`src/inc/cpd_pkg.sv`:
```
// constants, opcode classes and carriers shared by the control and pointer decoder
package cpd_pkg;

    // full opcodes of the fixed-encoding instructions
    localparam logic [13:0] OPC_NOP    = 14'h0000;
    localparam logic [13:0] OPC_SWRST  = 14'h0001;
    localparam logic [13:0] OPC_RET    = 14'h0008;
    localparam logic [13:0] OPC_RETI   = 14'h0009;
    localparam logic [13:0] OPC_SUBROUTINE_JUMP_BY_ACCUM  = 14'h000a;
    localparam logic [13:0] OPC_BRW    = 14'h000b;
    localparam logic [13:0] OPC_OPTION = 14'h0062;
    localparam logic [13:0] OPC_SLEEP  = 14'h0063;
    localparam logic [13:0] OPC_WDTCLR = 14'h0064;

    // opcode prefixes, matched against the top bits of the word
    localparam logic [9:0]  PFX_IND    = 10'h001;
    localparam logic [10:0] PFX_PIN_DIRECTION_LOAD   = 11'h00c;
    localparam logic [6:0]  PFX_PADD   = 7'h62;
    localparam logic [5:0]  PFX_IDX    = 6'h3f;
    localparam logic [5:0]  PFX_RETURN_LOADING_LITERAL  = 6'h34;
    localparam logic [5:0]  PFX_AND_LITERAL_ACCUM  = 6'h39;
    localparam logic [5:0]  PFX_ADD_LITERAL_ACCUM  = 6'h3e;
    localparam logic [5:0]  PFX_AND_ACCUM_FILE  = 6'h05;
    localparam logic [4:0]  PFX_BRA    = 5'h19;
    localparam logic [2:0]  PFX_CALL   = 3'h4;
    localparam logic [2:0]  PFX_GOTO   = 3'h5;

    // file addresses that alias the indirect data ports
    localparam logic [6:0]  FILE_IND0  = 7'h00;
    localparam logic [6:0]  FILE_IND1  = 7'h01;

    // pointer_update_mode encodings
    localparam logic [1:0]  MM_PREINC  = 2'h0;
    localparam logic [1:0]  MM_PREDEC  = 2'h1;
    localparam logic [1:0]  MM_POSTINC = 2'h2;
    localparam logic [1:0]  MM_POSTDEC = 2'h3;

    // values after reset
    localparam logic [14:0] PC_RST     = 15'h0000;
    localparam logic [15:0] FSR_RST    = 16'h0000;
    localparam logic [7:0]  ACC_RST    = 8'h00;
    localparam logic [7:0]  OPTION_RST = 8'hff;
    localparam logic [7:0]  PIN_DIRECTION_LOAD_RST   = 8'hff;

    // clocks per instruction cycle
    localparam int unsigned QPHASES    = 4;

    typedef enum logic [4:0] {
        OP_NOP    = 5'b00000,
        OP_SWRST  = 5'b00001,
        OP_RET    = 5'b00010,
        OP_RETI   = 5'b00011,
        OP_SUBROUTINE_JUMP_BY_ACCUM  = 5'b00100,
        OP_BRW    = 5'b00101,
        OP_OPTION = 5'b00110,
        OP_SLEEP  = 5'b00111,
        OP_WDTCLR = 5'b01000,
        OP_PIN_DIRECTION_LOAD   = 5'b01001,
        OP_IND    = 5'b01010,
        OP_PADD   = 5'b01011,
        OP_IDX    = 5'b01100,
        OP_RETURN_LOADING_LITERAL  = 5'b01101,
        OP_AND_LITERAL_ACCUM  = 5'b01110,
        OP_ADD_LITERAL_ACCUM  = 5'b01111,
        OP_AND_ACCUM_FILE  = 5'b10000,
        OP_BRA    = 5'b10001,
        OP_CALL   = 5'b10010,
        OP_GOTO   = 5'b10011,
        OP_OTHER  = 5'b10100
    } cpd_op_t;

    typedef struct packed {
        logic to;
        logic pd;
        logic z;
        logic dc;
        logic c;
    } cpd_status_t;

    localparam cpd_status_t STATUS_RST = 5'b11000;

    typedef struct packed {
        logic [15:0] addr;
        logic [7:0]  wdata;
        logic        re;
        logic        we;
    } cpd_mem_req_t;

endpackage

```
`src/cpd_qphase.sv`:
```
// divider that splits the clock into the phases of one instruction cycle
`timescale 1ns/1ns
`default_nettype none
module cpd_qphase import cpd_pkg::*; #(
    parameter int unsigned PHASES = QPHASES
) (
    input  wire logic mclk,    // system clock
    input  wire logic resetn,  // synchronous reset, active low
    output logic      q_first, // first clock of the instruction cycle
    output logic      q_last   // last clock of the instruction cycle
);
    localparam int CW = $clog2(PHASES);
    localparam logic [CW-1:0] LAST = CW'(PHASES - 1);

    logic [CW-1:0] cnt;

    always_ff @(posedge mclk) begin
        if (!resetn) begin
            cnt <= '0;
        end else if (cnt == LAST) begin
            cnt <= '0;
        end else begin
            cnt <= cnt + CW'(1);
        end
    end

    assign q_first = resetn && (cnt == '0);
    assign q_last  = resetn && (cnt == LAST);
endmodule
`default_nettype wire

```
`src/cpd_core.sv`:
```
// control-flow, inherent, pointer and literal instruction decode and execute
`timescale 1ns/1ns
`default_nettype none
module cpd_core import cpd_pkg::*; #(
    parameter int STK_DEPTH = 16,
    parameter int PIN_DIRECTION_LOAD_N    = 8
) (
    input  wire logic           mclk,        // system clock, 250 MHz
    input  wire logic           resetn,      // synchronous reset, active low
    input  wire logic [13:0]    instr_word,  // program memory word at pc
    input  wire logic [6:0]     pc_upper_in, // upper target bits held elsewhere
    input  wire logic [7:0]     mem_rdata,   // data memory read data
    output cpd_mem_req_t        mem,         // data memory request
    output logic [14:0]         pc,          // program counter
    output logic [7:0]          accum,       // accumulator
    output cpd_status_t         status,      // status flags
    output logic [15:0]         fsr0,        // pointer register 0
    output logic [15:0]         fsr1,        // pointer register 1
    output logic [7:0]          option_cfg,  // timer option configuration
    output logic [PIN_DIRECTION_LOAD_N-1:0][7:0] pin_dir,  // pin direction registers
    output logic                busy,        // extra cycle in progress
    output logic                wdt_clear,   // watchdog clear pulse
    output logic                sleep_req,   // standby entry pulse
    output logic                soft_reset,  // software reset pulse
    output logic                int_return   // interrupt return pulse
);
    localparam int SPW = $clog2(STK_DEPTH);

    logic              q_first;
    logic              q_last;
    cpd_op_t           next_op;
    cpd_op_t           op;
    logic [13:0]       ir;
    logic              exec_ok;
    logic              ind_xtra;
    logic [1:0]        stall;
    logic [1:0]        next_stall;
    logic [15:0]       next_addr;
    logic              next_rd;
    logic              next_st;
    logic              next_xtra;
    logic [15:0]       fsel;
    logic [15:0]       ksext;
    logic [14:0]       stack [STK_DEPTH];
    logic [SPW-1:0]    sp;
    logic [14:0]       pc_inc;
    logic              pc_chg;
    logic              run;
    logic [8:0]        add_sum;
    logic [4:0]        nib_sum;
    logic [7:0]        and_res;
    logic [15:0]       fsr_step;

    cpd_qphase #(.PHASES(QPHASES)) u_qphase (
        .mclk    (mclk),
        .resetn  (resetn),
        .q_first (q_first),
        .q_last  (q_last)
    );

    // decode the word that program memory presents at the cycle start
    always_comb begin
        next_op = OP_OTHER;
        if (instr_word == OPC_NOP) begin
            next_op = OP_NOP;
        end else if (instr_word == OPC_SWRST) begin
            next_op = OP_SWRST;
        end else if (instr_word == OPC_RET) begin
            next_op = OP_RET;
        end else if (instr_word == OPC_RETI) begin
            next_op = OP_RETI;
        end else if (instr_word == OPC_SUBROUTINE_JUMP_BY_ACCUM) begin
            next_op = OP_SUBROUTINE_JUMP_BY_ACCUM;
        end else if (instr_word == OPC_BRW) begin
            next_op = OP_BRW;
        end else if (instr_word == OPC_OPTION) begin
            next_op = OP_OPTION;
        end else if (instr_word == OPC_SLEEP) begin
            next_op = OP_SLEEP;
        end else if (instr_word == OPC_WDTCLR) begin
            next_op = OP_WDTCLR;
        end else if (instr_word[13:3] == PFX_PIN_DIRECTION_LOAD) begin
            next_op = OP_PIN_DIRECTION_LOAD;
        end else if (instr_word[13:4] == PFX_IND) begin
            next_op = OP_IND;
        end else if (instr_word[13:7] == PFX_PADD) begin
            next_op = OP_PADD;
        end else if (instr_word[13:8] == PFX_IDX) begin
            next_op = OP_IDX;
        end else if (instr_word[13:8] == PFX_RETURN_LOADING_LITERAL) begin
            next_op = OP_RETURN_LOADING_LITERAL;
        end else if (instr_word[13:8] == PFX_AND_LITERAL_ACCUM) begin
            next_op = OP_AND_LITERAL_ACCUM;
        end else if (instr_word[13:8] == PFX_ADD_LITERAL_ACCUM) begin
            next_op = OP_ADD_LITERAL_ACCUM;
        end else if (instr_word[13:8] == PFX_AND_ACCUM_FILE) begin
            next_op = OP_AND_ACCUM_FILE;
        end else if (instr_word[13:9] == PFX_BRA) begin
            next_op = OP_BRA;
        end else if (instr_word[13:11] == PFX_CALL) begin
            next_op = OP_CALL;
        end else if (instr_word[13:11] == PFX_GOTO) begin
            next_op = OP_GOTO;
        end
    end

    // data address and the extra-cycle flag for the incoming word
    always_comb begin
        next_addr = {9'h000, instr_word[6:0]};
        next_rd   = 1'b0;
        next_st   = 1'b0;
        next_xtra = 1'b0;
        fsel      = fsr0;
        ksext     = {{10{instr_word[5]}}, instr_word[5:0]};
        unique case (next_op)
            OP_IND: begin
                fsel    = instr_word[2] ? fsr1 : fsr0;
                next_rd = !instr_word[3];
                next_st = instr_word[3];
                unique case (instr_word[1:0])
                    MM_PREINC:  next_addr = fsel + 16'h0001;
                    MM_PREDEC:  next_addr = fsel - 16'h0001;
                    MM_POSTINC: next_addr = fsel;
                    MM_POSTDEC: next_addr = fsel;
                endcase
                next_xtra = fsel[15];
            end
            OP_IDX: begin
                fsel      = instr_word[6] ? fsr1 : fsr0;
                next_addr = fsel + ksext;
                next_rd   = !instr_word[7];
                next_st   = instr_word[7];
                next_xtra = fsel[15];
            end
            OP_AND_ACCUM_FILE: begin
                next_rd = 1'b1;
                if (instr_word[6:0] == FILE_IND0 || instr_word[6:0] == FILE_IND1) begin
                    fsel      = instr_word[0] ? fsr1 : fsr0;
                    next_addr = fsel;
                    next_xtra = fsel[15];
                end
            end
            default: begin
                next_addr = {9'h000, instr_word[6:0]};
            end
        endcase
    end

    // latch the instruction at the cycle start; stall cycles run as no-ops
    always_ff @(posedge mclk) begin
        if (!resetn) begin
            op       <= OP_NOP;
            ir       <= OPC_NOP;
            exec_ok  <= 1'b0;
            ind_xtra <= 1'b0;
        end else if (q_first) begin
            exec_ok  <= (stall == 2'd0);
            op       <= next_op;
            ir       <= instr_word;
            ind_xtra <= next_xtra;
        end
    end

    assign run     = q_last && exec_ok;
    assign pc_inc  = pc + 15'h0001;
    assign pc_chg  = op inside {OP_RET, OP_RETI, OP_SUBROUTINE_JUMP_BY_ACCUM, OP_BRW, OP_RETURN_LOADING_LITERAL,
                                OP_BRA, OP_CALL, OP_GOTO};
    assign add_sum = {1'b0, accum} + {1'b0, ir[7:0]};
    assign nib_sum = {1'b0, accum[3:0]} + {1'b0, ir[3:0]};
    assign and_res = accum & (op == OP_AND_ACCUM_FILE ? mem_rdata : ir[7:0]);
    assign fsr_step = (ir[1:0] == MM_PREINC || ir[1:0] == MM_POSTINC) ? 16'h0001 : 16'hffff;

    // cycle count: one extra for a pc change, one for a high-bit pointer
    always_comb begin
        next_stall = stall;
        if (run) begin
            next_stall = {1'b0, pc_chg} + {1'b0, ind_xtra};
        end else if (q_last && stall != 2'd0) begin
            next_stall = stall - 2'd1;
        end
    end

    always_ff @(posedge mclk) begin
        if (!resetn) begin
            stall <= 2'd0;
            busy  <= 1'b0;
        end else begin
            stall <= next_stall;
            busy  <= (next_stall != 2'd0);
        end
    end

    // data memory port: reads held for the cycle, writes one clock wide
    always_ff @(posedge mclk) begin
        if (!resetn) begin
            mem <= '0;
        end else if (q_first && stall == 2'd0) begin
            mem.addr  <= next_addr;
            mem.wdata <= accum;
            mem.re    <= next_rd;
            mem.we    <= next_st;
        end else if (run && op == OP_AND_ACCUM_FILE && ir[7]) begin
            mem.wdata <= and_res;
            mem.re    <= 1'b0;
            mem.we    <= 1'b1;
        end else if (q_last) begin
            mem.re <= 1'b0;
            mem.we <= 1'b0;
        end else begin
            mem.we <= 1'b0;
        end
    end

    // accumulator and status flags
    always_ff @(posedge mclk) begin
        if (!resetn) begin
            accum  <= ACC_RST;
            status <= STATUS_RST;
        end else if (run) begin
            unique case (op)
                OP_RETURN_LOADING_LITERAL: accum <= ir[7:0];
                OP_AND_LITERAL_ACCUM: begin
                    accum    <= and_res;
                    status.z <= (and_res == 8'h00);
                end
                OP_ADD_LITERAL_ACCUM: begin
                    accum     <= add_sum[7:0];
                    status.c  <= add_sum[8];
                    status.dc <= nib_sum[4];
                    status.z  <= (add_sum[7:0] == 8'h00);
                end
                OP_AND_ACCUM_FILE: begin
                    if (!ir[7]) begin
                        accum <= and_res;
                    end
                    status.z <= (and_res == 8'h00);
                end
                OP_IND, OP_IDX: begin
                    if (op == OP_IND ? !ir[3] : !ir[7]) begin
                        accum    <= mem_rdata;
                        status.z <= (mem_rdata == 8'h00);
                    end
                end
                OP_WDTCLR: begin
                    status.to <= 1'b1;
                    status.pd <= 1'b1;
                end
                OP_SLEEP: begin
                    status.to <= 1'b1;
                    status.pd <= 1'b0;
                end
                default: begin
                    accum <= accum;
                end
            endcase
        end
    end

    // pointer registers; all arithmetic is 16 bits so wrap is free
    always_ff @(posedge mclk) begin
        if (!resetn) begin
            fsr0 <= FSR_RST;
            fsr1 <= FSR_RST;
        end else if (run && op == OP_PADD) begin
            if (ir[6]) begin
                fsr1 <= fsr1 + {{10{ir[5]}}, ir[5:0]};
            end else begin
                fsr0 <= fsr0 + {{10{ir[5]}}, ir[5:0]};
            end
        end else if (run && op == OP_IND) begin
            if (ir[2]) begin
                fsr1 <= fsr1 + fsr_step;
            end else begin
                fsr0 <= fsr0 + fsr_step;
            end
        end
    end

    // program counter and return stack; the stack pointer simply wraps
    always_ff @(posedge mclk) begin
        if (!resetn) begin
            pc <= PC_RST;
            sp <= '0;
        end else if (run) begin
            unique case (op)
                OP_BRW: pc <= pc_inc + {7'h00, accum};
                OP_BRA: pc <= pc_inc + {{6{ir[8]}}, ir[8:0]};
                OP_GOTO: pc <= {pc_upper_in[6:3], ir[10:0]};
                OP_CALL, OP_SUBROUTINE_JUMP_BY_ACCUM: begin
                    stack[sp] <= pc_inc;
                    sp        <= sp + SPW'(1);
                    pc        <= (op == OP_CALL) ? {pc_upper_in[6:3], ir[10:0]}
                                                 : {pc_upper_in, accum};
                end
                OP_RET, OP_RETI, OP_RETURN_LOADING_LITERAL: begin
                    sp <= sp - SPW'(1);
                    pc <= stack[sp - SPW'(1)];
                end
                default: pc <= pc_inc;
            endcase
        end
    end

    // option and pin direction loads
    always_ff @(posedge mclk) begin
        if (!resetn) begin
            option_cfg <= OPTION_RST;
            pin_dir    <= {PIN_DIRECTION_LOAD_N{PIN_DIRECTION_LOAD_RST}};
        end else if (run && op == OP_OPTION) begin
            option_cfg <= accum;
        end else if (run && op == OP_PIN_DIRECTION_LOAD) begin
            pin_dir[ir[2:0]] <= accum;
        end
    end

    // one-clock event pulses toward the watchdog, power, reset and interrupt logic
    always_ff @(posedge mclk) begin
        if (!resetn) begin
            wdt_clear  <= 1'b0;
            sleep_req  <= 1'b0;
            soft_reset <= 1'b0;
            int_return <= 1'b0;
        end else begin
            wdt_clear  <= run && op == OP_WDTCLR;
            sleep_req  <= run && op == OP_SLEEP;
            soft_reset <= run && op == OP_SWRST;
            int_return <= run && op == OP_RETI;
        end
    end
endmodule
`default_nettype wire

```
`config.mk`:
```
export PLATFORM = sky130hd
export DESIGN_NAME = cpd_core
export DESIGN_NICKNAME = d
export VERILOG_FILES = /design/src/inc/cpd_pkg.sv /design/src/cpd_qphase.sv /design/src/cpd_core.sv
export SDC_FILE = /design/constraint.sdc
export NUM_CORES = 1
export LEC_CHECK = 0
export ABC_AREA = 1
export BUFFER_PORTS_ARGS = -buffer_cell sky130_fd_sc_hd__clkbuf_2
export CORE_MARGIN = 1.5
export CORE_UTILIZATION = 55
export CTS_CLUSTER_DIAMETER = 30
export CTS_CLUSTER_SIZE = 28
export DETAILED_ROUTE_END_ITERATION = 7
export MAX_ROUTING_LAYER = met4
export PLACE_DENSITY_LB_ADDON = 0.2
export SYNTH_ARGS = -nofsm -noshare
export SYNTH_HDL_FRONTEND = slang
export SYNTH_HIERARCHICAL = 1
export SYNTH_SLANG_ARGS = --single-unit
```
`constraint.sdc`:
```
create_clock -name mclk -period 5.5 [get_ports mclk]
set_input_delay 0.275 -clock mclk [delete_from_list [all_inputs] [get_ports mclk]]
set_output_delay 0.275 -clock mclk [all_outputs]
set_load 0.1 [all_outputs]
```
======== Word-level counts from Yosys, hierarchy flattened ========
Memories as Yosys holds them, arrays and structs flattened.
Cells that the tools add are included.
cells by class
  add/subtract/negate cells ............... 17
  multipliers ............................. 0
  divide/modulo/power cells ............... 0
  magnitude comparators ................... 2
  eq/ne operators ......................... 52
  shifts and indexed selects .............. 0
  muxes and demuxes ....................... 63
  bitwise logic cells ..................... 3
  reduce and logical (&&, ||, !) cells .... 56
operators by type and width
  kind                                                                  number
  16-bit 2-to-1 mux                                                     13
  16-bit one-hot mux with 3 select lines                                2
  16-bit adder                                                          5
  5-bit 2-to-1 mux                                                      16
  15-bit one-hot mux with 5 select lines                                1
  64-bit bitwise mux                                                    1
  14-bit by 4-bit == test with 1-bit output, second input constant      4
  5-bit by 4-bit == test with 1-bit output, second input constant       10
  14-bit by 7-bit == test with 1-bit output, second input constant      3
  8-bit 2-to-1 mux                                                      5
  8-bit one-hot mux with 5 select lines                                 1
  5-bit == test, second input constant                                  6
  8-bit demux with 3-bit select                                         1
  6-bit == test, second input constant                                  4
  8-bit zero test                                                       3
  5-bit by 3-bit == test with 1-bit output, second input constant       4
  16-bit by 1-bit adder with 16-bit output, second input constant       1
  1-bit logical AND                                                     16
  16-bit by 1-bit subtractor with 16-bit output, second input constant  1
  15-bit by 1-bit adder with 15-bit output, second input constant       1
  15-bit adder                                                          1
  15-bit by 8-bit adder with 15-bit output                              1
  14-bit by 1-bit == test with 1-bit output, second input constant      1
  14-bit zero test                                                      1
  other kinds (45)                                                      91
word-level totals
  bits in registers ....................... 189
  latch bits .............................. 0
  memory bits (writable) .................. 240
  memory bits (read-only) ................. 0
  bits of input ports ..................... 31
  output and inout bits ................... 163
  logic and storage cells ................. 228
  memories ................................ 1
memories
  memory  depth  width  rd ports  clocked after Yosys merged registers in  wr ports  RTL line        text
  stack   16     15     1         0                                        1         cpd_core.sv:44  logic [14:0] stack [STK_DEPTH];

======== Logic depth before layout (Yosys ltp) ========
  word-level depth ........................ 24
  depth in mapped cells ................... 22
  mapped depth without buffers ............ 21

======== Modules after synthesis ========
The synthesis kept the hierarchy.
modules (own cells, without submodules)
  module      times used  cells an instance  area an instance (um^2)  seq. area each (um^2)
  cpd_core    1           2779               22903.2                  10930.5
  cpd_qphase  1           15                 106.4                    40.0

======== Worst setup path after synthesis ========
OpenSTA, ideal clock, no wires.
  path kind ............................... reg-to-reg
  start ................................... register pc[2]
  end ..................................... register pc[10]
  setup time .............................. 0.132 ns
  arrival time ............................ 3.640 ns
  required time ........................... 5.368 ns
  path slack .............................. 1.727 ns
  stages on the path, launching flop included .. 15
  buffers on the path ..................... 0
  cell sequence ........................... dfxtp_1 > nand3_1 > nor3_1 > nand2_1 > xnor2_1 > ha_1 > a21oi_1 > o21ai_0 > a21oi_1 > nand2_1 > or2_2 > nand2_1 > nand3_1 > nand2_1 > a21oi_1
between the ends
  longest elaborated chain between the ends .. 3
ends and longest elaborated chain
  element                                                                   RTL line                          text
  start: declaration                                                        cpd_core.sv:14                    output logic [14:0] pc,
  start signal: assignment                                                  cpd_core.sv:286                   OP_BRW: pc <= pc_inc + {7'h00, accum};
  start signal: assignment                                                  cpd_core.sv:287                   OP_BRA: pc <= pc_inc + {{6{ir[8]}}, ir[8:0]};
  start signal: assignment                                                  cpd_core.sv:288                   OP_GOTO: pc <= {pc_upper_in[6:3], ir[10:0]};
  15-bit by 1-bit adder with 15-bit output *                                cpd_core.sv:165                   assign pc_inc = pc + 15'h0001;
  named net pc_inc[9]                                                       cpd_core.sv:46                    logic [14:0] pc_inc;
  15-bit adder or 15-bit by 8-bit adder with 15-bit output (tied branches)  cpd_core.sv:287, cpd_core.sv:286
  15-bit one-hot mux with 5 select lines *                                  cpd_core.sv:285                   unique case (op)
The timed path passes the listed nets; every way through them passes the cells marked *.
A chain may end at the register's enable or synchronous reset.

======== Worst setup path after layout ========
  start ................................... register u_qphase.cnt[0]
  end ..................................... register fsr0[15]
between the ends
  longest elaborated chain between the ends .. 6
ends and longest elaborated chain
  element                                                RTL line                          text
  start: declaration                                     cpd_qphase.sv:15                  logic [CW-1:0] cnt;
  start signal: assignment                               cpd_qphase.sv:23                  cnt <= cnt + CW'(1);
  2-bit == test *                                        cpd_qphase.sv:28                  assign q_last = resetn && (cnt == LAST);
  1-bit logical AND *                                    cpd_qphase.sv:28
  named net q_last                                       cpd_core.sv:30                    logic q_last;
  1-bit logical AND *                                    cpd_core.sv:164                   assign run = q_last && exec_ok;
  1-bit logical AND, on equally long branches            cpd_core.sv:264, cpd_core.sv:270
  2-bit != test (no line), or another cell as far along  n/a
  3-bit AND reduction (no line)                          n/a
  end signal: assignment                                 cpd_core.sv:268                   fsr0 <= fsr0 + {{10{ir[5]}}, ir[5:0]};
  end signal: assignment                                 cpd_core.sv:274                   fsr0 <= fsr0 + fsr_step;
  end: declaration                                       cpd_core.sv:17                    output logic [15:0] fsr0,
Marks and branches as above.

==> results.py <==
metrics = {
    "clock_tree": {
        "cts_tree": "built",
        "cts_resized": 0,
        "htreeDepth": 3,
        "cts_buffer_depth": 3,
        "cts_setup_buffers": 0,
        "path_clk_slew_ps": 40,
        "clk_latency_ps": 630,
        "cts_hold_buf": 0,
        "cts_sinks": 428,
        "cts_buffers": 87,
        "root_buffer": "clkbuf_16",
    },
    "yosys": {
        "synthCells": 2794,
        "synth-seq-cells": 428,
        "ys_warn_count": 6,
        "syn_nets": 2922,
        "seq_area_frac_synth": 0.477,
        "syn_area_per_cell_sq_um": 8.24,
        "async_flop_share": 0,
        "yosysUniqueCellTypes": 57,
        "syn_area_sq_um": 23000,
        "yosys_most_used_dff": "edfxtp_1",
        "synth-edff-count": 240,
    },
    "cells_and_area": {
        "layout_commonest_cell": "nand2_1",
        "stdcell_area_sq_um": 27700,
        "drive_gt1_frac": 0.143,
        "final_cell_mix": "616 x nand2_1, 252 x o21ai_0, 241 x nor2_1, 240 x edfxtp_1, 230 x a21oi_1",
        "syn_to_final_growth_pct": 20.3,
        "fin_nets": 3127,
        "stdcell_count": 3606,
        "utilization": 0.675,
    },
    "min_path": {
        "whs_path_depth": 3,
        "worstHoldPathType": "primary input to register",
    },
    "pwr": {
        "leakage_nw": 11.9,
        "power.net_switching_mw": 2.35,
        "combPwrFrac": 0.064,
        "seqPwrFrac": 0.354,
        "p_clk_frac": 0.582,
        "power_density_nw_per_um2": 350,
        "internal-power_mw": 7.33,
        "swShare": 0.243,
        "ir_drop_mv": 0.247,
    },
    "timing": {
        "finalClockSkew_ps": 29.5,
        "worst_pin_slew_ps": 1120,
        "finalCritPeriodShare": 0.715,
        "rsz0062_at_grt": "false",
        "setup_tns_ps": 0,
        "fin_crit_ps": 3930,
        "timing.fmax_ghz": 0.254,
        "setup_violations": 0,
        "hold_violations": 0,
        "timing.slew.headroom": 0.256,
        "slew_viol_final": 0,
    },
    "critical_path": {
        "required_ps": 5980,
        "crit_type": "register to register",
        "crit_fanout": 22,
        "critPathCaptureType": "register",
        "reg2reg_depth": 18,
        "start_kind": "register",
        "crit_arrival_ps": 4420,
    },
    "placement": {
        "place.gp.congestion": 1.01,
        "dpl.hpwl_um": 51800,
        "place_area_sq_um": 24500,
        "port_buffers": 192,
        "dp_cells": 3442,
    },
    "global_routing": {
        "grt_antenna_before_repair": 3,
        "grt_pass1_vias": 20800,
        "overflow": 0,
        "grt_pass1_wl_um": 118000,
        "grt.total_usage": 0.361,
        "grt_max_degree": 103,
    },
    "job": {
        "maxCapViolations": 0,
    },
    "die": {
        "io_pins": 194,
        "rows": 74,
        "die-area_sq_um": 43100,
        "start_util": 0.561,
        "fp.dieW_um": 208,
        "die_y_um": 208,
        "core_sq_um": 41000,
    },
    "drt": {
        "drc": 0,
        "routed_wl_um": 76500,
        "vias": 21700,
        "antenna_left": 0,
        "dr.pass1.iters": 5,
        "drt-initial-drc-count": 2310,
        "vias_per_cell": 6.00,
        "wire_per_inst_um": 21.2,
    },
    "run_status": {
        "outcome": "finished, final reports clean",
    },
}
-- synthesized netlist by cell type (9+ instances only) --
| master | count | area, sq um |
|---|---|---|
| nand3b_1 | 10 | 75.1 |
| ha_1 | 91 | 1140 |
| xnor2_1 | 16 | 140 |
| edfxtp_1 | 240 | 7210 |
| o221ai_1 | 18 | 158 |
| inv_1 | 224 | 841 |
| or2_2 | 17 | 106 |
| o22ai_1 | 11 | 68.8 |
| clkbuf_1 | 85 | 319 |
| dfxtp_1 | 188 | 3760 |
| nor3_1 | 24 | 120 |
| nand4_1 | 23 | 144 |
| o21ai_0 | 252 | 1260 |
| nand2_1 | 616 | 2310 |
| xor2_1 | 24 | 210 |
| clkinv_1 | 10 | 37.5 |
| a221oi_1 | 14 | 123 |
| a21oi_1 | 230 | 1150 |
| a21o_1 | 9 | 67.6 |
| nand3_1 | 205 | 1030 |
| o211ai_1 | 98 | 736 |
| buf_2 | 22 | 110 |
| nor2_1 | 241 | 905 |
-- sequential cells by signal, indices dropped and copies added, names as in the netlist --
register	cells
stack	240
pin_dir	64
mem	26
fsr0	16
fsr1	16
pc	15
ir	11
accum	8
option_cfg	8
op	5
sp	4
status	4
stall	2
u_qphase/cnt	2
busy	1
exec_ok	1
ind_xtra	1
int_return	1
sleep_req	1
soft_reset	1
wdt_clear	1
-- cell families (layout without fill, tap and decap cells) --
logic type,Yosys count,in the layout,synth area share
adder cells (fa/ha/maj),97,97,0.0547
XOR/XNOR,42,42,0.0166
flip-flops,428,428,0.477
other,1,5,0.000163
buffers and inverters,359,635,0.0608
AO/OA/AOI/OAI,702,702,0.178
AND/OR/NAND/NOR,1165,1165,0.213
-- final cells by class --
cell class | count | area (sq um)
Antenna cell | 4 | 10.0
Clock buffer | 107 | 2400
Clock inverter | 53 | 785
Fill cell | 3288 | 13300
Inverter | 242 | 910
Multi-Input combinational cell | 2007 | 10600
Sequential cell | 428 | 11000
Tap cell | 532 | 666
Timing Repair Buffer | 233 | 1280
-- path summary, 6_finish.rpt --
check | start | endpoint | slack (ps)
setup / recovery | u_qphase/cnt[0] | fsr0[15] | 1570
hold / removal | instr_word[7] | ir[7] | 60
setup reg to reg | u_qphase/cnt[0] | fsr0[15] | 1570
hold reg to reg | u_qphase/cnt[0] | u_qphase/cnt[0] | 450
-- critical path, stage by stage (launching register included) --
cell and delay, ps:
dfxtp_1 350, ha_1 170, nand2_1 50, inv_1 70
nand2_1 90, nor2_2 170, nand2_1 180, o21ai_0 490
inv_1 540, ha_1 520, a21o_1 190, a21boi_0 280
nor3_1 90, nor2_1 130, nand2_1 70, nand2_1 60
nand3_1 100, o21ai_0 200, nor2_1 50
-- per-layer routing --
layer  vias to the layer above  global-route usage  share of wire
met5                         -                   -              0
met4                         0               0.128          0.030
met3                       175              0.0678          0.090
met2                      1029               0.548           0.45
met1                     10300               0.485           0.43
li1                      10100                   -              -
-- stage by stage --
step	worst slack [ps]	hold WS (ps)	total power, mW
after global placement	1660	426	4.08
after global routing	1180	72.0	9.92
after detailed placement	1630	442	4.09
final	1570	64.6	9.68
after floorplan	1730	417	3.93
after CTS	1590	40.5	9.70
-- power by group through the flow --
stage	logic (mW)	clock network [mW]	registers [mW]
after floorplan	0.356	0	3.58
after global placement	0.602	0	3.48
after detailed placement	0.607	0	3.48
after CTS	0.612	5.66	3.42
after global routing	0.674	5.82	3.42
final	0.624	5.63	3.43
Note: power is estimated with default switching activity, not from simulation.
